<file path="src/logic/mouse_rf_pkg.sv">
// Package for the mouse RF packet framer: register map, reset values, frame layout and types.
// Assumes a 32-bit APB register bus and a single 25 MHz clock.
package mouse_rf_pkg;

    // Register byte offsets.
    localparam logic [7:0] CTRL_OFS = 8'h00;
    localparam logic [7:0] STATUS_OFS = 8'h04;
    localparam logic [7:0] MOTION_OFS = 8'h08;
    localparam logic [7:0] BUTTON_OFS = 8'h0c;
    localparam logic [7:0] CHANNEL_OFS = 8'h10;
    localparam logic [7:0] TEST_OFS = 8'h14;
    localparam logic [7:0] DIVIDER_OFS = 8'h18;

    // Control register field positions.
    localparam int CTRL_START_BIT = 0;
    localparam int CTRL_NEWID_BIT = 1;
    localparam int CTRL_TYPE_LSB = 4;
    localparam int CTRL_CLASS_BIT = 8;

    // Values after reset.
    localparam logic [7:0] ID_RESET = 8'hff;
    localparam logic [7:0] LFSR_RESET = 8'h01;
    localparam logic [15:0] HALF_BIT_RESET = 16'h0032;
    localparam logic CLASS_RESET = 1'b1;
    localparam logic [2:0] CHANNEL_RESET = 3'h0;

    // Frame layout constants.
    localparam int PREAMBLE_BITS = 10;
    localparam int BODY_BITS = 48;
    localparam int SYNC_BITS = 6;
    localparam logic [5:0] SYNC_PATTERN = 6'h27;
    localparam logic [1:0] STOP_PATTERN = 2'h3;
    localparam logic [7:0] CRC_POLY = 8'h07;
    localparam logic [7:0] CRC_SEED = 8'h00;
    localparam logic [7:0] WHEEL_MIN = 8'h81;

    // Payload type codes carried in the header's two low bits.
    localparam logic [1:0] TYPE_ID_CHANGE = 2'h0;
    localparam logic [1:0] TYPE_MOTION = 2'h1;
    localparam logic [1:0] TYPE_BUTTONS = 2'h2;
    localparam logic [1:0] TYPE_TEST = 2'h3;

    // One APB request from the master.
    typedef struct packed {
        logic psel;
        logic penable;
        logic pwrite;
        logic [7:0] paddr;
        logic [31:0] pwdata;
    } apb_req_t;

    // One APB answer from the slave.
    typedef struct packed {
        logic pready;
        logic pslverr;
        logic [31:0] prdata;
    } apb_rsp_t;

    // Four bytes covered by the checksum.
    typedef struct packed {
        logic [7:0] linkId;
        logic [7:0] header;
        logic [7:0] upper;
        logic [7:0] lower;
    } payload_t;

    typedef enum logic {IDLE, SEND} framer_state_t;

endpackage

</file>
<file path="src/logic/mouse_rf_packet_framer.sv">
// Packet framer for a wireless mouse: builds each packet and shifts it out on one serial line.
// Assumes software loads payload registers over APB and the transmitter samples txData.
//
// Register access over APB and the address map were decided locally.
`timescale 1ns/1ps

module mouse_rf_packet_framer
    import mouse_rf_pkg::*;
#(
    parameter int PREAMBLE_LEN = PREAMBLE_BITS
) (
    // Clock and reset.
    input wire logic clk,
    input wire logic rst_n,
    // APB register bus.
    input mouse_rf_pkg::apb_req_t apbReq,
    output mouse_rf_pkg::apb_rsp_t apbRsp,
    // Transmitter side.
    output logic txData,
    output logic txEnable,
    output logic [2:0] channelCode
);
    import mouse_rf_pkg::*;

    localparam int FRAME_BITS = PREAMBLE_LEN + BODY_BITS;
    localparam int IDX_W = $clog2(FRAME_BITS + 1);
    localparam logic [IDX_W-1:0] LAST_IDX = IDX_W'(FRAME_BITS - 1);
    localparam logic [IDX_W-1:0] SYNC_FIRST = IDX_W'(PREAMBLE_LEN);
    localparam logic [IDX_W-1:0] SYNC_END = IDX_W'(PREAMBLE_LEN + SYNC_BITS);

    // CRC-8 over the four payload bytes, most significant bit first.
    function automatic logic [7:0] crc8(input logic [31:0] data);
        logic [7:0] crc;
        logic fb;
        crc = CRC_SEED;
        for (int i = 31; i >= 0; i--) begin
            fb = crc[7] ^ data[i];
            crc = {crc[6:0], 1'b0} ^ (fb ? CRC_POLY : 8'h00);
        end
        return crc;
    endfunction

    // Software-visible state, plus the identifier generator.
    logic [1:0] typeQ;
    logic classQ;
    logic [7:0] motionXQ;
    logic [7:0] motionYQ;
    logic [4:0] buttonsQ;
    logic [7:0] wheelQ;
    logic [2:0] newChanQ;
    logic [2:0] chanQ;
    logic [15:0] testQ;
    logic [15:0] halfDivQ;
    logic [7:0] linkIdQ;
    logic [7:0] pendingIdQ;
    logic [7:0] lfsrQ;

    // Framer state.
    framer_state_t stateQ;
    logic [FRAME_BITS-1:0] frameQ;
    logic [IDX_W-1:0] bitIdxQ;
    logic phaseQ;
    logic [15:0] divCntQ;
    logic lineQ;
    logic bindingQ;

    // APB answer registers.
    logic preadyQ;
    logic pslverrQ;
    logic [31:0] prdataQ;

    // APB decode: the access phase is two cycles, data and errors are latched.
    wire accessPhase = apbReq.psel & apbReq.penable;
    wire takeAccess = accessPhase & ~preadyQ;
    wire doWrite = accessPhase & preadyQ & apbReq.pwrite & ~pslverrQ;
    wire selCtrl = apbReq.paddr == CTRL_OFS;
    wire selStatus = apbReq.paddr == STATUS_OFS;
    wire selMotion = apbReq.paddr == MOTION_OFS;
    wire selButton = apbReq.paddr == BUTTON_OFS;
    wire selChannel = apbReq.paddr == CHANNEL_OFS;
    wire selTest = apbReq.paddr == TEST_OFS;
    wire selDivider = apbReq.paddr == DIVIDER_OFS;
    wire mapped = selCtrl | selStatus | selMotion | selButton | selChannel | selTest | selDivider;
    wire busy = stateQ == SEND;
    wire [31:0] wdata = apbReq.pwdata;
    wire startReq = doWrite & selCtrl & wdata[CTRL_START_BIT] & ~busy;
    wire newIdReq = doWrite & selCtrl & wdata[CTRL_NEWID_BIT];

    // Read multiplexer; reserved bits read as zero.
    // Status packs busy, the pending and link identifiers and the channel in use.
    wire [31:0] readMux =
        selCtrl ? {23'h0, classQ, 2'h0, typeQ, 4'h0} :
        selStatus ? {5'h0, chanQ, linkIdQ, pendingIdQ, 7'h0, busy} :
        selMotion ? {16'h0, motionXQ, motionYQ} :
        selButton ? {16'h0, 3'h0, buttonsQ, wheelQ} :
        selChannel ? {29'h0, newChanQ} :
        selTest ? {16'h0, testQ} :
        selDivider ? {16'h0, halfDivQ} : 32'h0;

    // Identifier candidate from the generator, steered away from all ones.
    wire [7:0] lfsrNext = {lfsrQ[6:0], lfsrQ[7] ^ lfsrQ[5] ^ lfsrQ[4] ^ lfsrQ[3]};
    wire [7:0] idCandidate = (lfsrQ == ID_RESET) ? (lfsrQ ^ 8'h01) : lfsrQ;

    // Payload assembly by type.
    // The write that starts a packet may also set its type and class, so the frame takes them at once.
    wire ctrlWrite = doWrite & selCtrl;
    wire [1:0] typeNow = ctrlWrite ? wdata[CTRL_TYPE_LSB +: 2] : typeQ;
    wire classNow = ctrlWrite ? wdata[CTRL_CLASS_BIT] : classQ;
    wire [7:0] wheelLimited = (wheelQ == 8'h80) ? WHEEL_MIN : wheelQ;
    wire [7:0] chanByte = {1'b0, chanQ, 1'b0, newChanQ};
    wire [7:0] buttonByte = {3'h0, buttonsQ};
    wire [7:0] headerByte = {classNow, 5'h0, typeNow};
    logic [7:0] upperByte;
    logic [7:0] lowerByte;

    // Data byte selection per payload type.
    always_comb begin
        case (typeNow)
            TYPE_ID_CHANGE: begin
                upperByte = chanByte;
                lowerByte = pendingIdQ;
            end
            TYPE_MOTION: begin
                upperByte = motionXQ;
                lowerByte = motionYQ;
            end
            TYPE_BUTTONS: begin
                upperByte = buttonByte;
                lowerByte = wheelLimited;
            end
            default: begin
                upperByte = testQ[15:8];
                lowerByte = testQ[7:0];
            end
        endcase
    end

    // The checksum is worked out from the live payload and frozen with the rest of the frame.
    payload_t payload;
    assign payload = '{linkId: linkIdQ, header: headerByte, upper: upperByte, lower: lowerByte};
    wire [7:0] checksum = crc8(payload);
    wire [FRAME_BITS-1:0] frameNext = {{PREAMBLE_LEN{1'b1}}, SYNC_PATTERN, payload, checksum, STOP_PATTERN};

    // Bit timing and coding decisions for the current bit.
    wire tick = busy & (divCntQ == 16'h0);
    wire curBit = frameQ[FRAME_BITS-1];
    wire nextBit = frameQ[FRAME_BITS-2];
    wire [IDX_W-1:0] nextIdx = bitIdxQ + IDX_W'(1);
    wire inSync = (bitIdxQ >= SYNC_FIRST) & (bitIdxQ < SYNC_END);
    wire nextInSync = (nextIdx >= SYNC_FIRST) & (nextIdx < SYNC_END);
    wire lastBit = bitIdxQ == LAST_IDX;
    wire midTick = tick & ~phaseQ;
    wire edgeTick = tick & phaseQ;
    wire frameEnd = edgeTick & lastBit;
    logic lineD;

    // Miller coding: a one toggles mid-bit, a zero after a zero toggles at the bit edge.
    // The first tick of a bit is its middle, the second its end and the start of the next bit.
    // So every bit owns two whole half-bits on the line, and the last one is not cut short.
    // Sync bits are raw levels held for the whole bit; coding resumes from that level.
    always_comb begin
        lineD = lineQ;
        if (midTick) begin
            if (!inSync) begin
                lineD = curBit ? ~lineQ : lineQ;
            end
        end else if (edgeTick) begin
            if (nextInSync) begin
                lineD = nextBit;
            end else begin
                lineD = (!curBit && !nextBit) ? ~lineQ : lineQ;
            end
        end
    end

    // APB answer: pready one cycle into the access phase, unmapped addresses flag an error.
    // The answer is registered, so every transfer takes exactly two access cycles.
    always_ff @(posedge clk or negedge rst_n) begin
        if (!rst_n) begin
            preadyQ <= 1'b0;
            pslverrQ <= 1'b0;
            prdataQ <= 32'h0;
        end else begin
            preadyQ <= takeAccess;
            pslverrQ <= takeAccess & ~mapped;
            prdataQ <= (takeAccess & ~apbReq.pwrite) ? readMux : 32'h0;
        end
    end

    // Payload and configuration registers written by software.
    // Writes that end with a slave error change nothing.
    always_ff @(posedge clk or negedge rst_n) begin
        if (!rst_n) begin
            typeQ <= TYPE_ID_CHANGE;
            classQ <= CLASS_RESET;
            motionXQ <= 8'h0;
            motionYQ <= 8'h0;
            buttonsQ <= 5'h0;
            wheelQ <= 8'h0;
            newChanQ <= CHANNEL_RESET;
            testQ <= 16'h0;
            halfDivQ <= HALF_BIT_RESET;
        end else if (doWrite) begin
            if (selCtrl) begin
                typeQ <= wdata[CTRL_TYPE_LSB +: 2];
                classQ <= wdata[CTRL_CLASS_BIT];
            end
            if (selMotion) begin
                motionXQ <= wdata[15:8];
                motionYQ <= wdata[7:0];
            end
            if (selButton) begin
                buttonsQ <= wdata[12:8];
                wheelQ <= wdata[7:0];
            end
            if (selChannel) begin
                newChanQ <= wdata[2:0];
            end
            if (selTest) begin
                testQ <= wdata[15:0];
            end
            if (selDivider) begin
                halfDivQ <= (wdata[15:0] == 16'h0) ? 16'h1 : wdata[15:0];
            end
        end
    end

    // Identifier generator and the identifier currently on the air.
    // A draw is refused while a packet is on the air; one in the write that starts a packet is taken after that frame has latched the old value.
    // A new identifier goes on the air when a binding packet ends, unannounced if it was drawn in that packet's start write.
    always_ff @(posedge clk or negedge rst_n) begin
        if (!rst_n) begin
            lfsrQ <= LFSR_RESET;
            linkIdQ <= ID_RESET;
            pendingIdQ <= ID_RESET;
        end else begin
            lfsrQ <= lfsrNext;
            if (newIdReq && !busy) begin
                pendingIdQ <= idCandidate;
            end
            if (tick && phaseQ && lastBit && bindingQ) begin
                linkIdQ <= pendingIdQ;
            end
        end
    end

    // Channel in use; a binding packet moves it to the new code once sent.
    // Until then the old code stays on the pins, so the carrier never moves mid-packet.
    always_ff @(posedge clk or negedge rst_n) begin
        if (!rst_n) begin
            chanQ <= CHANNEL_RESET;
        end else if (tick && phaseQ && lastBit && bindingQ) begin
            chanQ <= newChanQ;
        end
    end

    // Half-bit divider; it restarts with each packet one cycle longer, behind the registered enable.
    always_ff @(posedge clk or negedge rst_n) begin
        if (!rst_n) begin
            divCntQ <= 16'h0;
        end else if (startReq) begin
            divCntQ <= halfDivQ; // The first half-bit then lasts a full half-bit on the line.
        end else if (divCntQ == 16'h0) begin
            divCntQ <= halfDivQ - 16'h1;
        end else begin
            divCntQ <= divCntQ - 16'h1;
        end
    end

    // Frame sequencer: one shift per bit, two half-bit phases each.
    // The frame is latched whole at the start, so later writes only shape the next packet.
    // A start while a packet is on the air is dropped without any flag.
    always_ff @(posedge clk or negedge rst_n) begin
        if (!rst_n) begin
            stateQ <= IDLE;
            frameQ <= '0;
            bitIdxQ <= '0;
            phaseQ <= 1'b0;
            bindingQ <= 1'b0;
        end else begin
            case (stateQ)
                IDLE: begin
                    if (startReq) begin
                        stateQ <= SEND;
                        frameQ <= frameNext;
                        bitIdxQ <= '0;
                        phaseQ <= 1'b0;
                        bindingQ <= typeNow == TYPE_ID_CHANGE;
                    end
                end
                SEND: begin
                    if (tick) begin
                        phaseQ <= ~phaseQ;
                        if (phaseQ) begin
                            frameQ <= {frameQ[FRAME_BITS-2:0], 1'b1};
                            bitIdxQ <= bitIdxQ + IDX_W'(1);
                            if (lastBit) begin
                                stateQ <= IDLE;
                            end
                        end
                    end
                end
                default: begin
                    stateQ <= IDLE;
                end
            endcase
        end
    end

    // Line level and transmitter enable.
    // The line returns low together with the enable, so no stray level follows a packet.
    always_ff @(posedge clk or negedge rst_n) begin
        if (!rst_n) begin
            lineQ <= 1'b0;
            txEnable <= 1'b0;
        end else begin
            lineQ <= (busy & ~frameEnd) ? lineD : 1'b0;
            txEnable <= busy & ~frameEnd;
        end
    end

    assign txData = lineQ;
    assign channelCode = chanQ;
    assign apbRsp = '{pready: preadyQ, pslverr: pslverrQ, prdata: prdataQ};

endmodule

</file>
<file path="config.mk">
export PLATFORM = sky130hd
export DESIGN_NAME = mouse_rf_packet_framer
export DESIGN_NICKNAME = d
export VERILOG_FILES = /design/src/logic/mouse_rf_pkg.sv /design/src/logic/mouse_rf_packet_framer.sv
export SDC_FILE = /design/constraint.sdc
export NUM_CORES = 1
export LEC_CHECK = 0
export BUFFER_PORTS_ARGS = -buffer_cell sky130_fd_sc_hd__buf_4
export CAP_MARGIN = 20
export CORE_ASPECT_RATIO = 0.8
export CORE_UTILIZATION = 30
export CTS_CLUSTER_SIZE = 14
export DETAILED_ROUTE_END_ITERATION = 12
export PLACE_DENSITY = 0.43
export SYNTH_ARGS = -nofsm -noshare
export SYNTH_HDL_FRONTEND = slang
export SYNTH_SLANG_ARGS = --single-unit
</file>
<file path="constraint.sdc">
create_clock -name clk -period 8.3 [get_ports clk]
set_input_delay 0 -clock clk [delete_from_list [all_inputs] [get_ports clk]]
set_output_delay 0 -clock clk [all_outputs]
set_load 0.03 [all_outputs]
</file>
==> run metrics <==
CP Capture Type=register; Slew Viols, Final=0; M3 GR Usage=2.64%; vias=7845; Reg2Reg Depth=10; Die Ht=between 150 and 200 um; Final Skew=18.0 ps; Hold Fails Final Rpt=0; Worst Hold Depth=3; CTS tree=built; Syn Std Cell Area=10600 um^2; Commonest cells post-synth=187 x dfrtp_1, 124 x nand2_1, 87 x mux2_2; Hold WS=9.56 ps; Syn Area/Cell=10.5 um^2; Top-Level Pins=84; critical path fanouts, max=13; RSZ-0062 raised after global routing=no; Gate Count Post-Synth=1008; antenna viol nets, final=0; adder-cell area share of the yosys netlist=less than 1%; Reg clk slew, reported paths=70 ps; TritonCTS Buffers=24; min cycle time layout=about 4500 ps; worst min path class=in -> reg; vias in the first global route=7676; Synth Area in Compound Gates=12.0%; largest family of logic cells by synthesized area=multiplexers; drt via density=5.00; placer congestion estimate=0.803; Setup TNS=0 ps; CTS H-tree lvls=1; worst skew pair latency=540 ps; sequential fraction of the synthesis area=49.3%; Num Clock Sinks=208; async set-or-reset flop fraction in the synthesized netlist=100%; FF-to-FF Start=preadyQ$_DFF_PN0_; WP data arrival=4820 ps; die area=36100 um^2; status=finished, final reports clean; Slew headroom=35.7%; final WL=30900 um; Die W=roughly 210 um; number of antenna violations at the first check in global routing=0; I/O Buffers=62; busiest layer in global routing=met1; CP max-delay cell=and4_1; post-synthesis simple-gate area fraction=12.8%; Pwr Total=between 2 and 2.5 mW; pin count of the biggest net entering global routing=88; EDFF count, synth=0; Ys Warns=0; Inserted Diodes=0; largest area contributor in the netlist=dfrtp_1; CP startpoint kind=register; Unique masters post-synth=69; DP HPWL=21200 um; CP peak stage delay=790 ps; Area contributors post-synth=dfrtp_1 44%, mux2_2 9.2%, dfstp_2 5.2%, nand2_1 4.4%, mux2i_1 4.2%; final setup violating endpoints=0; CTS resizes=0; main flop type after synthesis=dfrtp_1; most common cell in the synthesized netlist=dfrtp_1; DRT Pass-1 Iters=7; max-cap viol count=0; Lkg Pwr=5.65 nW; met1 Use GR=a little over a quarter; RR Endpoint=frameQ[5]$_DFFE_PN0P_; global-route wire length before repair=about 48000 um; number of cell rows=61; per-cell routed wire length=19.7 um; P&R area growth vs syn=19.2%; critical path type=reg -> reg; layout cells sized above 1=23.4%; met2 GRT Util=25.6%; layout net count=~1100; Core ar.=34800 um^2; starting density of the core=between 30% and 40%; Synth top area share=44.1%; Cell Chain, Critical Path=and4b_1 -> and4_1 -> mux2i_4 -> inv_2 -> a31oi_1 -> xnor2_1 -> xnor2_2 -> xnor3_1 -> mux2i_1 -> a21oi_1; DRC Markers=0; power per cell area=between 150 and 200 nW/um^2; DR iter-0 viols=432; Worst-Margin Slew=963 ps; Worst VDD drop=~120 uV; Req. time, crit path=8670 ps; GR Util All Layers=around 18%; aggregate global routing overflow=0; XOR/XNOR Fraction of Synth Area=around 7%; post-synthesis mux area share=between 10% and 20%; clock tree buffer depth=3; Seq cells post-synth=208; min-delay src=apbReq[34]; Min-Delay Endpoint=prdataQ[2]$_DFF_PN0_; Tcrit/Tclk final=a little over half; Max Freq=224 MHz; root buffer cell=clkbuf_16; FF-to-FF setup slack=roughly 3800 ps
==> metrics by stage <==
stage	util [%]	std cells	area [um^2]	setup WS [ps]
finish	36.3	1570	12600	3840
global route	36.3	1570	12600	3670
CTS	36.3	1569	12600	3930
detailed placement	33.1	1499	11500	3950
global placement	33.1	1499	11500	3960
floorplan	-	1012	10600	4860
==> layout by cell type (no fill, tap or decap), types with 5 or more instances in the layout <==
master,n
o21ai_1,5
a222oi_1,7
a31oi_1,7
a22oi_1,5
nand2_1,124
o21ai_0,79
a21oi_1,75
and3_1,19
clkbuf_16,25
nor3_1,13
clkbuf_8,5
xnor3_1,6
xnor2_2,9
xnor2_1,31
xor2_1,14
conb_1,5
nor4_1,6
nand3_1,26
mux2_2,87
inv_1,14
nor2_1,71
dfrtp_1,187
dfstp_2,21
a221oi_1,5
clkbuf_1,6
mux2i_1,45
dlygate4sd3_1,26
buf_4,76
nand2b_1,11
==> power breakdown <==
part | switching (mW) | internal, mW
registers | 0.00191 | 1.02
logic | 0.0506 | 0.0259
clock network | 0.446 | 0.720
total | 0.499 | 1.76
==> how the worst max path moves through the flow <==
stage                                  to  slack, ps            startpoint
finish              frameQ[5]$_DFFE_PN0P_       3840     preadyQ$_DFF_PN0_
global route        frameQ[5]$_DFFE_PN0P_       3670     preadyQ$_DFF_PN0_
CTS                 frameQ[5]$_DFFE_PN0P_       3930     preadyQ$_DFF_PN0_
detailed placement  frameQ[5]$_DFFE_PN0P_       3950     preadyQ$_DFF_PN0_
global placement    frameQ[5]$_DFFE_PN0P_       3960     preadyQ$_DFF_PN0_
floorplan           divCntQ[14]$_DFF_PN0_       4860  divCntQ[3]$_DFF_PN0_
==> worst max-delay path: cells and delay by family (launching register included) <==
kind,cells,cell delay (ps)
xor+xnor,3,940
buf+inv,1,290
mux,2,850
compound gates,2,740
simple gates,2,1010
flops,1,440
==> state kept, by name (all words and copies together) (netlist names), 2 cells and up <==
register	flops
linkIdQ	8
prdataQ	27
bitIdxQ	6
lfsrQ	8
pendingIdQ	8
typeQ	2
halfDivQ	16
testQ	16
newChanQ	3
motionYQ	8
channelCode	3
frameQ	58
wheelQ	8
divCntQ	16
motionXQ	8
buttonsQ	5
==> cells by family after synthesis <==
kind of cell    count (synthesis)
compound gates                217
simple gates                  298
other cells                     1
flops                         208
fa+ha+maj                       4
xor+xnor                       63
mux                           138
buf+inv                        79
==> layout make-up <==
cell class / instances / area, um^2
fillers: 3507 / 22200
flip-flops and latches: 208 / 5230
multi-input cells: 725 / 5030
repair buffers: 104 / 853
clock buffers: 36 / 717
well taps: 472 / 591
clock inverters: 8 / 143
inverters: 17 / 71.3
==> timing repair <==
item,CTS,global route
setup buffers,0,0
hold buffers,26,0
endpoints found under the hold margin,154,0
==> layer usage <==
| layer | share of wire (%) | vias to the layer above |
|---|---|---|
| met4 | 2.2 | 0 |
| met2 | 43 | 172 |
| met5 | 0 | - |
| li1 | - | 3705 |
| met3 | 4.5 | 41 |
| met1 | 51 | 3927 |
No activity file was read; power rests on OpenSTA's default activity.
